**config.mk**
```make
export PLATFORM = sky130hd
export DESIGN_NAME = aicf_framer
export DESIGN_NICKNAME = d
export VERILOG_FILES = /design/src/aicf_pkg.sv /design/src/aicf_fifo.sv /design/src/aicf_framer.sv
export SDC_FILE = /design/constraint.sdc
export NUM_CORES = 1
export LEC_CHECK = 0
export ABC_AREA = 1
export BUFFER_PORTS_ARGS = -buffer_cell sky130_fd_sc_hd__clkbuf_2
export CELL_PAD_IN_SITES_DETAIL_PLACEMENT = 0
export CELL_PAD_IN_SITES_GLOBAL_PLACEMENT = 1
export CORE_MARGIN = 1
export CORE_UTILIZATION = 44
export CTS_CLUSTER_SIZE = 8
export DETAILED_ROUTE_END_ITERATION = 10
export GPL_TIMING_DRIVEN = 0
export PLACE_DENSITY = 0.76
export SYNTH_ARGS = -nofsm -noshare
export SYNTH_HDL_FRONTEND = slang
export SYNTH_HIERARCHICAL = 1
export SYNTH_SLANG_ARGS = --single-unit
```
**constraint.sdc**
```tcl
create_clock -name clk -period 4.85 [get_ports clk]
set_input_delay 0.2425 -clock clk [delete_from_list [all_inputs] [get_ports clk]]
set_output_delay 0.2425 -clock clk [all_outputs]
set_load 0.03 [all_outputs]
```
**src/aicf_pkg.sv**
```systemverilog
// constants shared by the ascii command framer and its reply fifo
package aicf_pkg;

  // ==========================================================================
  // frame characters
  localparam logic [7:0] CH_START = 8'h3A;   // ':'
  localparam logic [7:0] CH_CR    = 8'h0D;
  localparam logic [7:0] CH_LF    = 8'h0A;
  localparam logic [7:0] CH_ZERO  = 8'h30;   // '0', also off / non-control
  localparam logic [7:0] CH_ONE   = 8'h31;   // '1', also on / control
  localparam logic [7:0] CH_TWO   = 8'h32;
  localparam logic [7:0] CH_NINE  = 8'h39;
  localparam logic [7:0] CH_UA    = 8'h41;   // 'A'
  localparam logic [7:0] CH_UF    = 8'h46;   // 'F'
  localparam logic [7:0] CH_SEP   = 8'h2C;   // ','
  localparam logic [7:0] CH_N     = 8'h4E;
  localparam logic [7:0] CH_K     = 8'h4B;
  localparam logic [7:0] CH_NOTRUN = 8'h31;  // control status when not running

  // ==========================================================================
  // lengths (function + data bytes)
  localparam logic [7:0] LEN_NAK   = 8'h05;
  localparam logic [7:0] LEN_STATE = 8'h36;  // 2 + 52
  localparam logic [7:0] LEN_ONOFF = 8'h17;  // 2 + 21
  localparam int         NUM_OUT   = 10;
  localparam int         NUM_IN    = 12;
  localparam int         SEP_POS   = 12;     // body index of the separator
  localparam logic [9:0] OUT_RESET = 10'h000;

  // ==========================================================================
  // timing
  localparam longint CLK_PERIOD_NS  = 100;
  localparam longint NAK_LIMIT_NS   = 64'd1_000_000_000;   // 1 s
  localparam longint DROP_LIMIT_NS  = 64'd5_000_000_000;   // 5 s
  localparam int     NAK_CYCLES     = int'(NAK_LIMIT_NS / CLK_PERIOD_NS);
  localparam int     DROP_CYCLES    = int'(DROP_LIMIT_NS / CLK_PERIOD_NS);
  localparam int     FIFO_WIDTH     = 8;
  localparam int     FIFO_DEPTH     = 32;

  typedef enum logic [2:0] {
    RX_IDLE   = 3'b000,
    RX_LEN_HI = 3'b001,
    RX_LEN_LO = 3'b010,
    RX_BODY   = 3'b011,
    RX_LF     = 3'b100
  } aicf_rx_t;

endpackage : aicf_pkg
```
**src/aicf_fifo.sv**
```systemverilog
// byte fifo between the reply builder and the link transmitter
`timescale 1ns/1ps
module aicf_fifo #(
  parameter int WIDTH = 8,
  parameter int DEPTH = 32
) (
  input  wire logic             clk,
  input  wire logic             reset,
  input  wire logic             in_valid,
  output logic                  in_ready,
  input  wire logic [WIDTH-1:0] in_data,
  output logic                  out_valid,
  input  wire logic             out_ready,
  output logic [WIDTH-1:0]      out_data
);
  localparam int AW = $clog2(DEPTH);

  logic [WIDTH-1:0] mem_q [DEPTH];
  logic [AW-1:0]    wr_q;
  logic [AW-1:0]    rd_q;
  logic [AW:0]      cnt_q;
  logic             push;
  logic             pop;

  // ==========================================================================
  // handshakes
  assign in_ready  = (cnt_q != (AW+1)'(DEPTH));
  assign out_valid = (cnt_q != '0);
  assign push      = in_valid && in_ready;
  assign pop       = out_valid && out_ready;
  assign out_data  = mem_q[rd_q];

  // storage
  always_ff @(posedge clk) begin
    if (push) begin
      mem_q[wr_q] <= in_data;
    end
  end

  // pointers and fill level
  always_ff @(posedge clk or posedge reset) begin
    if (reset) begin
      wr_q  <= '0;
      rd_q  <= '0;
      cnt_q <= '0;
    end else begin
      if (push) begin
        wr_q <= (wr_q == AW'(DEPTH-1)) ? '0 : wr_q + AW'(1);
      end
      if (pop) begin
        rd_q <= (rd_q == AW'(DEPTH-1)) ? '0 : rd_q + AW'(1);
      end
      cnt_q <= cnt_q + (AW+1)'(push) - (AW+1)'(pop);
    end
  end

endmodule : aicf_fifo

```
**src/aicf_framer.sv**
```systemverilog
// ascii-hex command receiver, on/off decoder and reply frame builder
// Notes on behaviour
// frames open with 0x3A and close with CR 0x0D then LF 0x0A.
// length field, two hex chars, counts function plus data bytes.
// two-byte function field follows length: command or response code.
// check field is XOR of start through data, two hex chars before CR.
// hex bytes sent upper nibble first; 0-9 as 0x30.., A-F as 0x41..
// received hex pairs converted back to binary before comparing.
// reception abandoned when LF missing 5 s after start byte.
// bad check or timeout: discard command, wait for next start byte.
// host waits at least 5 s for a reply before giving up.
// check mismatch answered with NAK frame: function "00", data "NAK".
// NAK sent when a frame is incomplete 1 s after its start.
// NAK sent when received body count differs from length field.
// host retransmits or reports on receiving a NAK.
// function "01" is the batch on/off update of ten outputs.
// data bytes 1-10 are masks for outputs 1-10; 0x31 selects.
// data byte 11 is the separator 0x2C.
// data bytes 12-21 are states for outputs 1-10; 0x31 on.
// accepted on/off answered with code "02" and 52 state bytes.
// first state byte: 0x30 normal, 0x31 not running, 0x39 abnormal.
// bytes outside a frame ignored; new start byte restarts assembly.
// 1 s NAK limit and 5 s discard limit are separate parameters.
// outputs with mask 0x30 keep their state.
`timescale 1ns/1ps
module aicf_framer #(
  parameter int NAK_CYCLES  = aicf_pkg::NAK_CYCLES,
  parameter int DROP_CYCLES = aicf_pkg::DROP_CYCLES,
  parameter int FIFO_DEPTH  = aicf_pkg::FIFO_DEPTH
) (
  input  wire logic        clk,
  input  wire logic        reset,
  input  wire logic        rx_valid,
  output logic             rx_ready,
  input  wire logic [7:0]  rx_data,
  output logic             tx_valid,
  input  wire logic        tx_ready,
  output logic [7:0]       tx_data,
  input  wire logic [11:0] input_points,
  input  wire logic        run_mode,
  input  wire logic        control_fault,
  output logic [9:0]       output_points_one_to_ten
);

  // ==========================================================================
  // helpers
  // hex char to nibble, bit 4 flags an illegal char
  function automatic logic [4:0] hex_nib(input logic [7:0] c);
    if (c >= aicf_pkg::CH_ZERO && c <= aicf_pkg::CH_NINE) begin
      hex_nib = {1'b0, 4'(c - aicf_pkg::CH_ZERO)};
    end else if (c >= aicf_pkg::CH_UA && c <= aicf_pkg::CH_UF) begin
      hex_nib = {1'b0, 4'(c - aicf_pkg::CH_UA + 8'h0A)};
    end else begin
      hex_nib = 5'h10;
    end
  endfunction : hex_nib

  // nibble to hex char
  function automatic logic [7:0] nib_hex(input logic [3:0] n);
    if (n < 4'hA) begin
      nib_hex = aicf_pkg::CH_ZERO + {4'h0, n};
    end else begin
      nib_hex = aicf_pkg::CH_UA + {4'h0, n - 4'hA};
    end
  endfunction : nib_hex

  // one data byte of the state reply, idx counts from 1
  function automatic logic [7:0] state_byte(input logic [6:0] idx, input logic [7:0] status,
                                            input logic [11:0] ins, input logic [9:0] outs);
    logic [6:0] ii;
    logic [6:0] oi;
    ii = idx - 7'd26 - 7'(idx > 7'd30) - 7'(idx > 7'd35);
    oi = idx - 7'd41 - 7'(idx > 7'd45) - 7'(idx > 7'd50);
    if (idx == 7'd1) begin
      state_byte = status;
    end else if (idx == 7'd7 || idx == 7'd13 || idx == 7'd19 || idx == 7'd25 || idx == 7'd30 ||
                 idx == 7'd35 || idx == 7'd40 || idx == 7'd45 || idx == 7'd50) begin
      state_byte = aicf_pkg::CH_SEP;
    end else if (idx < 7'd25) begin
      state_byte = aicf_pkg::CH_ZERO;       // analog fields read off / zero level
    end else if (idx < 7'd40) begin
      state_byte = ins[ii[3:0]] ? aicf_pkg::CH_ONE : aicf_pkg::CH_ZERO;
    end else begin
      state_byte = outs[oi[3:0]] ? aicf_pkg::CH_ONE : aicf_pkg::CH_ZERO;
    end
  endfunction : state_byte

  // ==========================================================================
  // pin synchronisers
  logic [11:0] in_meta_q;
  logic [11:0] in_sync_q;
  logic [1:0]  st_meta_q;
  logic [1:0]  st_sync_q;

  // two flops on every asynchronous pin
  always_ff @(posedge clk or posedge reset) begin
    if (reset) begin
      in_meta_q <= '0;
      in_sync_q <= '0;
      st_meta_q <= '0;
      st_sync_q <= '0;
    end else begin
      in_meta_q <= input_points;
      in_sync_q <= in_meta_q;
      st_meta_q <= {control_fault, run_mode};
      st_sync_q <= st_meta_q;
    end
  end

  // ==========================================================================
  // receiver
  aicf_pkg::aicf_rx_t rx_q;
  logic [7:0]  len_q;
  logic [7:0]  cnt_q;
  logic [7:0]  xor_q;
  logic [7:0]  h1_q;
  logic [7:0]  h0_q;
  logic        herr_q;
  logic [7:0]  func_q;
  logic        sep_ok_q;
  logic [9:0]  mask_q;
  logic [9:0]  want_q;
  logic [25:0] tmr_q;
  logic        nak_sent_q;
  logic [4:0]  nib;
  logic [4:0]  c_hi;
  logic [4:0]  c_lo;
  logic        is_start;
  logic        at_lf;
  logic        chk_ok;
  logic        len_ok;
  logic        frame_ok;
  logic        tmo_nak;
  logic        tmo_drop;
  logic        nak_req;
  logic        st_req;
  logic        do_onoff;

  assign rx_ready = 1'b1;                   // bytes are never refused
  assign nib      = hex_nib(rx_data);
  assign c_hi     = hex_nib(h1_q);
  assign c_lo     = hex_nib(h0_q);
  assign is_start = rx_valid && rx_data == aicf_pkg::CH_START;
  assign at_lf    = rx_valid && rx_q == aicf_pkg::RX_LF && rx_data == aicf_pkg::CH_LF;
  assign chk_ok   = !c_hi[4] && !c_lo[4] && {c_hi[3:0], c_lo[3:0]} == (xor_q ^ h1_q ^ h0_q);
  assign len_ok   = cnt_q >= 8'd2 && cnt_q != 8'hFF && (cnt_q - 8'd2) == len_q;
  assign frame_ok = chk_ok && len_ok && !herr_q;
  assign tmo_nak  = rx_q != aicf_pkg::RX_IDLE && tmr_q == 26'(NAK_CYCLES - 1);
  assign tmo_drop = rx_q != aicf_pkg::RX_IDLE && tmr_q == 26'(DROP_CYCLES - 1);
  assign nak_req  = !nak_sent_q && (tmo_nak || (at_lf && !frame_ok && !is_start));
  assign do_onoff = at_lf && frame_ok && nak_sent_q == 1'b0 && func_q == aicf_pkg::CH_ONE &&
                    len_q == aicf_pkg::LEN_ONOFF && sep_ok_q;
  assign st_req   = do_onoff;

  // frame state: start flag, length, body to CR, then LF
  always_ff @(posedge clk or posedge reset) begin
    if (reset) begin
      rx_q <= aicf_pkg::RX_IDLE;
    end else if (is_start) begin
      rx_q <= aicf_pkg::RX_LEN_HI;
    end else if (tmo_drop) begin
      rx_q <= aicf_pkg::RX_IDLE;
    end else if (rx_valid) begin
      unique case (rx_q)
        aicf_pkg::RX_IDLE:   rx_q <= aicf_pkg::RX_IDLE;
        aicf_pkg::RX_LEN_HI: rx_q <= aicf_pkg::RX_LEN_LO;
        aicf_pkg::RX_LEN_LO: rx_q <= aicf_pkg::RX_BODY;
        aicf_pkg::RX_BODY:   rx_q <= (rx_data == aicf_pkg::CH_CR) ? aicf_pkg::RX_LF : aicf_pkg::RX_BODY;
        aicf_pkg::RX_LF:     rx_q <= aicf_pkg::RX_IDLE;
        default:             rx_q <= aicf_pkg::RX_IDLE;
      endcase
    end
  end

  // length, running check and the last two body bytes
  always_ff @(posedge clk or posedge reset) begin
    if (reset) begin
      len_q  <= '0;
      cnt_q  <= '0;
      xor_q  <= '0;
      h1_q   <= '0;
      h0_q   <= '0;
      herr_q <= 1'b0;
    end else if (is_start) begin
      cnt_q  <= '0;
      xor_q  <= aicf_pkg::CH_START;
      herr_q <= 1'b0;
    end else if (rx_valid) begin
      if (rx_q == aicf_pkg::RX_LEN_HI || rx_q == aicf_pkg::RX_LEN_LO) begin
        len_q  <= {len_q[3:0], nib[3:0]};
        herr_q <= herr_q | nib[4];
        xor_q  <= xor_q ^ rx_data;
      end else if (rx_q == aicf_pkg::RX_BODY && rx_data != aicf_pkg::CH_CR) begin
        cnt_q <= (cnt_q == 8'hFF) ? cnt_q : cnt_q + 8'd1;
        xor_q <= xor_q ^ rx_data;
        h1_q  <= h0_q;
        h0_q  <= rx_data;
      end
    end
  end

  // function code and on/off fields captured by body position
  always_ff @(posedge clk or posedge reset) begin
    if (reset) begin
      func_q   <= '0;
      sep_ok_q <= 1'b0;
    end else if (rx_valid && rx_q == aicf_pkg::RX_BODY && rx_data != aicf_pkg::CH_CR) begin
      if (cnt_q == 8'd0) begin
        func_q <= (rx_data == aicf_pkg::CH_ZERO) ? 8'h00 : 8'hFF;
      end else if (cnt_q == 8'd1 && func_q == 8'h00) begin
        func_q <= rx_data;
      end
      if (cnt_q == 8'(aicf_pkg::SEP_POS)) begin
        sep_ok_q <= rx_data == aicf_pkg::CH_SEP;
      end
    end
  end

  // per output mask and state bytes, then the update itself
  for (genvar g = 0; g < aicf_pkg::NUM_OUT; g++) begin : g_out
    always_ff @(posedge clk or posedge reset) begin
      if (reset) begin
        mask_q[g] <= 1'b0;
        want_q[g] <= 1'b0;
      end else if (rx_valid && rx_q == aicf_pkg::RX_BODY) begin
        if (cnt_q == 8'(2 + g)) begin
          mask_q[g] <= rx_data == aicf_pkg::CH_ONE;
        end
        if (cnt_q == 8'(aicf_pkg::SEP_POS + 1 + g)) begin
          want_q[g] <= rx_data == aicf_pkg::CH_ONE;
        end
      end
    end

    always_ff @(posedge clk or posedge reset) begin
      if (reset) begin
        output_points_one_to_ten[g] <= aicf_pkg::OUT_RESET[g];
      end else if (do_onoff && mask_q[g]) begin
        output_points_one_to_ten[g] <= want_q[g];
      end
    end                                      // unmasked outputs hold
  end

  // frame age timer and one nak per frame
  always_ff @(posedge clk or posedge reset) begin
    if (reset) begin
      tmr_q      <= '0;
      nak_sent_q <= 1'b0;
    end else if (is_start) begin
      tmr_q      <= '0;
      nak_sent_q <= 1'b0;
    end else if (rx_q != aicf_pkg::RX_IDLE) begin
      tmr_q      <= tmr_q + 26'd1;
      nak_sent_q <= nak_sent_q | nak_req;
    end
  end

  // ==========================================================================
  // reply builder
  logic       nak_pend_q;
  logic       st_pend_q;
  logic       busy_q;
  logic       kind_q;                       // 1 for nak, 0 for state reply
  logic [6:0] pos_q;
  logic [7:0] txx_q;
  logic [7:0] blen;
  logic [6:0] last;
  logic [6:0] didx;
  logic [7:0] status;
  logic [7:0] body_b;
  logic [7:0] out_b;
  logic       f_ready;
  logic       push;
  logic       start_tx;

  assign blen     = kind_q ? aicf_pkg::LEN_NAK : aicf_pkg::LEN_STATE;
  assign last     = 7'(blen) + 7'd6;
  assign didx     = pos_q - 7'd4;
  assign status   = st_sync_q[1] ? aicf_pkg::CH_NINE :
                    (st_sync_q[0] ? aicf_pkg::CH_ZERO : aicf_pkg::CH_NOTRUN);
  assign push     = busy_q;
  assign start_tx = !busy_q && (nak_pend_q || st_pend_q);

  // body bytes: function code then data
  always_comb begin
    if (pos_q == 7'd3) begin
      body_b = aicf_pkg::CH_ZERO;
    end else if (pos_q == 7'd4) begin
      body_b = kind_q ? aicf_pkg::CH_ZERO : aicf_pkg::CH_TWO;
    end else if (kind_q) begin
      body_b = (didx == 7'd1) ? aicf_pkg::CH_N : ((didx == 7'd2) ? aicf_pkg::CH_UA : aicf_pkg::CH_K);
    end else begin
      body_b = state_byte(didx, status, in_sync_q, output_points_one_to_ten);
    end
  end

  // byte at the current frame position
  always_comb begin
    if (pos_q == 7'd0) begin
      out_b = aicf_pkg::CH_START;
    end else if (pos_q == 7'd1) begin
      out_b = nib_hex(blen[7:4]);
    end else if (pos_q == 7'd2) begin
      out_b = nib_hex(blen[3:0]);
    end else if (pos_q < last - 7'd3) begin
      out_b = body_b;
    end else if (pos_q == last - 7'd3) begin
      out_b = nib_hex(txx_q[7:4]);
    end else if (pos_q == last - 7'd2) begin
      out_b = nib_hex(txx_q[3:0]);
    end else if (pos_q == last - 7'd1) begin
      out_b = aicf_pkg::CH_CR;
    end else begin
      out_b = aicf_pkg::CH_LF;
    end
  end

  // pending requests, a new request beats the clear
  always_ff @(posedge clk or posedge reset) begin
    if (reset) begin
      nak_pend_q <= 1'b0;
      st_pend_q  <= 1'b0;
    end else begin
      nak_pend_q <= nak_req | (nak_pend_q & !(start_tx && nak_pend_q));
      st_pend_q  <= st_req | (st_pend_q & !(start_tx && !nak_pend_q));
    end
  end

  // position walk, stalled while the fifo is full
  always_ff @(posedge clk or posedge reset) begin
    if (reset) begin
      busy_q <= 1'b0;
      kind_q <= 1'b0;
      pos_q  <= '0;
      txx_q  <= '0;
    end else if (start_tx) begin
      busy_q <= 1'b1;
      kind_q <= nak_pend_q;
      pos_q  <= '0;
      txx_q  <= '0;
    end else if (busy_q && f_ready) begin
      if (pos_q < last - 7'd3) begin
        txx_q <= txx_q ^ out_b;
      end
      pos_q  <= pos_q + 7'd1;
      busy_q <= pos_q != last;
    end
  end

  // ==========================================================================
  // reply fifo toward the link
  aicf_fifo #(
    .WIDTH (aicf_pkg::FIFO_WIDTH),
    .DEPTH (FIFO_DEPTH)
  ) u_fifo (
    .clk       (clk),
    .reset     (reset),
    .in_valid  (push),
    .in_ready  (f_ready),
    .in_data   (out_b),
    .out_valid (tx_valid),
    .out_ready (tx_ready),
    .out_data  (tx_data)
  );

endmodule : aicf_framer

```
### Yosys cells after proc, flatten, opt, wreduce, memory -nomap -nowiden

Memory sizes are Yosys's and may differ from the RTL's.
Cells that the tools add are included.

* register bits: 173
* memory bits (writable): 256
* memories kept: 1
* word-level logic and storage cells: 377
* output and inout bits: 20

* reduce and logical (&&, ||, !) cells: 107
* $lt $le $gt $ge: 26
* $add $sub $neg: 40
* equality and inequality tests: 65
* muxes and demuxes: 71
* bitwise logic cells: 13

Memories
* u_fifo.mem_q: depth 32, width 8, rd ports 1, clocked after Yosys merged registers in 0, write ports 1, RTL line aicf_fifo.sv:18 `logic [WIDTH-1:0] mem_q [DEPTH];`

Operator list (count)
* $mux 8: 25
* $eq 8x4->1 const B: 10
* $eq 8x5->1 const B: 8
* $mux 26: 2
* $mux 5: 10
* $reduce_and 2->1: 25
* $logic_and 1x1->1: 44
* $eq 8x6->1 const B: 5
* $mux 7: 5
* $add 7x4->8 const A: 4
* $eq 8x3->1 const B: 4
* $xor 8x8->8: 4
* $eq 7x6->1 const B: 4
* $add 26x1->26 const B: 1
* $eq 26x24->1 const B: 1
* $eq 26x26->1 const B: 1
* $ge 8x6->1 const B: 3
* $ge 8x7->1 const B: 3
* $le 8x6->1 const B: 3
* $le 8x7->1 const B: 3
* $sub 4x1->4 const B: 6
* $add 6x4->7 const A: 3
* $eq 7x2->1 const B: 3
* $eq 7x5->1 const B: 3
* other kinds (60): 142

### Longest topological paths before layout

* depth after elaboration: 23
* depth in mapped cells: 31
* mapped depth without buffers: 30

### Modules after synthesis

Netlist, hierarchy kept.

By module, submodules not included
* aicf_fifo: cells each 1135, instances 1, area each 11875.1 sq um, sequential area each 8087.8 sq um
* aicf_framer: cells each 1289, instances 1, area each 9681.8 sq um, sequential area each 3903.7 sq um

### Least setup slack after synthesis

No wires, ideal clock.

* path kind: reg2reg
* from: reg pos_q[2]
* to: mem u_fifo.mem_q[0][0], data pin
* path buffers: 1
* data arrival time: 4170 ps
* path slack: 303 ps
* stages on the path, launching flop included: 25
* library setup time: 377 ps
* path through: dfrtp_1 > buf_2 > inv_2 > ha_1 > nand2_1 > nand2_1 > nand2_1 > inv_1 > a221oi_1 > ha_1 > inv_1 > ha_1 > ha_1 > fa_1 > inv_1 > nand3_1 > nand2b_1 > a21oi_1 > nor2_1 > nand2_1 > nand2_1 > nand2_1 > nand2_1 > nand2_1 > a21oi_1

* cells in the longest elaborated chain, start to end: 19
* elaborated cells on any way between the ends: 61
* classes of those cells: add/sub: 7; order compare: 7; eq/ne: 17; mux: 21; reduce/logical: 9

Ends and longest elaborated chain
* start, declared: RTL line aicf_framer.sv:264 `logic [6:0] pos_q;`
* start signal, assigned: RTL line aicf_framer.sv:345 `pos_q <= pos_q + 7'd1;`
* parallel branches: the longest is 18 deep, another holds $sub 7x3->7
* $mux 8 (*): RTL line aicf_framer.sv:299 `if (pos_q == 7'd0) begin`
* net out_b[0]: RTL line aicf_framer.sv:271 `logic [7:0] out_b;`
* end, declared: RTL line aicf_fifo.sv:18

Mark *: on every way through the listed nets, which the timed path passes. The select of a mux whose other input is x is not followed.

### Final worst setup path

* from: reg pos_q[2]
* to: mem u_fifo.mem_q[24][0], data pin

Same word-level chain as after synthesis.

==> qor.csv <==
metric,value,unit
H-Tree Depth,2,
Synth top area share,35.7,%
Pint,9460,uW
CP max FO,18,
Vias,16700,
synth top area cells,"edfxtp_1, dfrtp_1, nand2_1",
combinational power share,41.6,%
"FF+latch count, synth",428,
Worst Hold Path EP,xor_q[0],
Finished Layout Cells,3243,
hpwl dp,39600,microns
number of global-route vias before repair,16500,
Via density,5.15,
"Cell Area, Synth",21600,sq um
most frequent CP cell,nand2_1,
Top Ports,46,
Final setup viols,0,
"Top FF cell, synth",edfxtp_1,
worst hold path class,input port to register,
status,"complete, no violations",
largest net degree at the start of global routing,124,
Worst setup EP type,register,
Netlist cell types,55,
sequential area share after synthesis,55.6,%
CTS Sinks,428,
share of layout cells above drive strength 1,9.17,%
number of enable flip-flop cells after synthesis,256,
Seq pwr share,34.9,%
switch share,41.2,%
cell count of the worst reg-to-reg path,26,
r2r setup slk,0.32,ns
Worst Path Required,5.17,ns
"Max stage delay cell, worst path",fa_1,
TritonCTS Buffers,59,
Max Clock Freq,221,MHz
Slew @ Worst Pin,1.33,ns
Max Clock Skew,0.0351,ns
first-pass GRT wire length,89300,microns
min-delay src,rx_data[0],
DRC Markers,0,
drt pass-1 iters,5,
full die area,49900,sq um
Clock Latency Late Sink,0.61,ns
final hold viol count,0,
placed cells,3117,
die width,223,microns
Routed Antenna Nets,0,
GPL Wtd Cong,0.879,
Tot Pwr,16100,uW
height of the die,223,microns
fillers,4493,
unrepaired setup endpoints after global routing,no,
clock buffer depth,3,
clk slew on worst S/H paths,0.05,ns
leakage power,0.0110,uW
initial antenna violation count,0,
"most common cell after layout, fill and taps aside",nand2_1,
worst reg2reg path startpoint,pos_q[2],
Detailed Route WL,55700,microns
Nets,2670,
final period demand of the worst path,4.53,ns
largest area contributor in the netlist,edfxtp_1,
Hold Path Depth,3,
most frequent cells in the layout,"nand2_1, inv_1, nand3_1",
Final Max Slew Viols,0,
WS Path Type,register to register,
sw power,6630,uW
CP max stage delay,0.52,ns
Slew headroom,11.3,%
Root Driver,clkbuf_16,
core area,48000,sq um
Mapped Cells,2424,
reg2reg end,u_fifo/mem_q[24][0],
CTS tree,built,
"FFs w/ async S/R, synth",40.2,%
IO buf count,43,
Layout area overhead,14.6,%
Synthesis Warnings,6,
Mean Syn Cell Area,8.89,sq um
row count,80,
Initial Utilization,44.9,%
wire per inst,17.2,microns
Critical Path AT,4.86,ns
1st-iter DRT viols,1217,
Max Cap Viol,0,
final worst path period share,93.5,%
grt ovf,0,
PwrDens,651,nW/um^2
Clock Power Share,23.5,%
ant diodes,0,
Setup crit start kind,register,
GRT Overall Usage,23.0,%
worst vdd ir,0.000450,V
==> cells by family after synthesis <==
family,Yosys count,synth area share (%)
AOI/OAI and AO/OA,235,6.01
xor gates and xnor gates,41,1.70
adders and majority gates,57,3.41
buffers and inverters,434,8.03
DFF,428,55.6
muxes,2,0.104
other,2,0.0348
and+or+nand+nor,1225,25.1
==> sequential cells by signal (all words and copies together), names as in the netlist, 7 cells and up <==
| register | cells |
|---|---|
| cnt_q | 8 |
| func_q | 8 |
| h0_q | 8 |
| h1_q | 8 |
| in_meta_q | 12 |
| in_sync_q | 12 |
| len_q | 8 |
| mask_q | 10 |
| output_points_one_to_ten | 10 |
| pos_q | 7 |
| tmr_q | 26 |
| txx_q | 7 |
| u_fifo/mem_q | 256 |
| want_q | 10 |
| xor_q | 8 |
==> layout make-up <==
cell class | count | area, sq um | area share, %
Clock buffer | 100 | 1660 | 6.72
Inverter | 363 | 1370 | 5.55
Buffer | 71 | 368 | 1.49
Clock inverter | 2 | 25.0 | 0.101
Sequential cell | 428 | 12000 | 48.5
Tap cell | 615 | 769 | 3.11
Multi-Input combinational cell | 1593 | 7990 | 32.3
Timing Repair Buffer | 71 | 536 | 2.17
==> Yosys cell counts, drive strengths merged (3+ instances only) <==
library cell	count
o211ai	12
o21a	4
a21oi	85
a31oi	11
nor3	50
nor3b	8
dfrtp	172
buf	50
clkinv	4
o21ai	110
nand4	29
edfxtp	256
nor4	20
nor2	192
nand2	639
clkbuf	21
ha	54
xnor2	16
nand3b	6
fa	3
inv	359
xor2	25
nand3	277
==> worst max-delay path: cells and delay by family (launching register included) <==
family / cells / cell delay, ns
fa+ha+maj: 5 / 1.41
flops: 1 / 0.45
simple gates: 11 / 0.89
compound gates: 3 / 0.55
buf+inv: 7 / 0.92
==> stage by stage <==
step,worst slack [ns],util [%],hold WS [ns],TNS (ns),cell area [sq um]
after floorplan,0.303,-,0.156,0,21700
after global placement,-2.35,47.2,0.335,-337.66,22700
after detailed placement,-0.119,47.4,0.267,-2.18,22800
after CTS,0.0690,51.4,0.00162,0,24700
after global routing,0.0216,51.4,0.0350,0,24700
final,0.317,51.4,0.0325,0,24700
==> metal layers <==
| metal | part of all wire (%) | GRT usage (%) | vias to the layer above | wire (microns) |
|---|---|---|---|---|
| met4 | 2.6 | 7.49 | 0 | 1430 |
| met2 | 48 | 38.8 | 388 | 26700 |
| met1 | 44 | 30.2 | 7957 | 24700 |
| met3 | 5.1 | 3.63 | 98 | 2860 |
| met5 | 0 | 0 | - | 0 |
| li1 | - | - | 8255 | - |
==> how the worst max path moves through the flow <==
stage                     startpoint                  end  slack (ns)  cells past startpoint
after floorplan             pos_q[2]   u_fifo/mem_q[0][0]        0.30                     24
after global placement      pos_q[2]  u_fifo/mem_q[23][0]       -2.35                     24
after detailed placement    pos_q[2]  u_fifo/mem_q[23][0]       -0.12                     25
after CTS                   pos_q[2]  u_fifo/mem_q[25][0]        0.07                     26
after global routing        pos_q[2]  u_fifo/mem_q[27][0]        0.02                     27
final                       pos_q[2]  u_fifo/mem_q[24][0]        0.32                     26
==> repair_timing <==
action | CTS | global route
resized for setup | 0 | 4
hold buffers | 22 | 0
cloned | 0 | 0
setup endpoints to repair | 32 | 33
hold endpoints to repair | 77 | 0
setup buffers | 2 | 0
pin swaps | 1 | 0
==> power groups by stage <==
stage / clock network [uW] / logic (uW) / registers (uW)
2_1_floorplan: 0 / 4220 / 5560
3_3_place_gp: 0 / 6200 / 5650
3_5_place_dp: 0 / 6620 / 5670
4_1_cts: 3870 / 6710 / 5610
5_1_grt: 4020 / 7470 / 5680
6_report: 3780 / 6700 / 5620
Note: power is estimated with default switching activity, not from simulation.
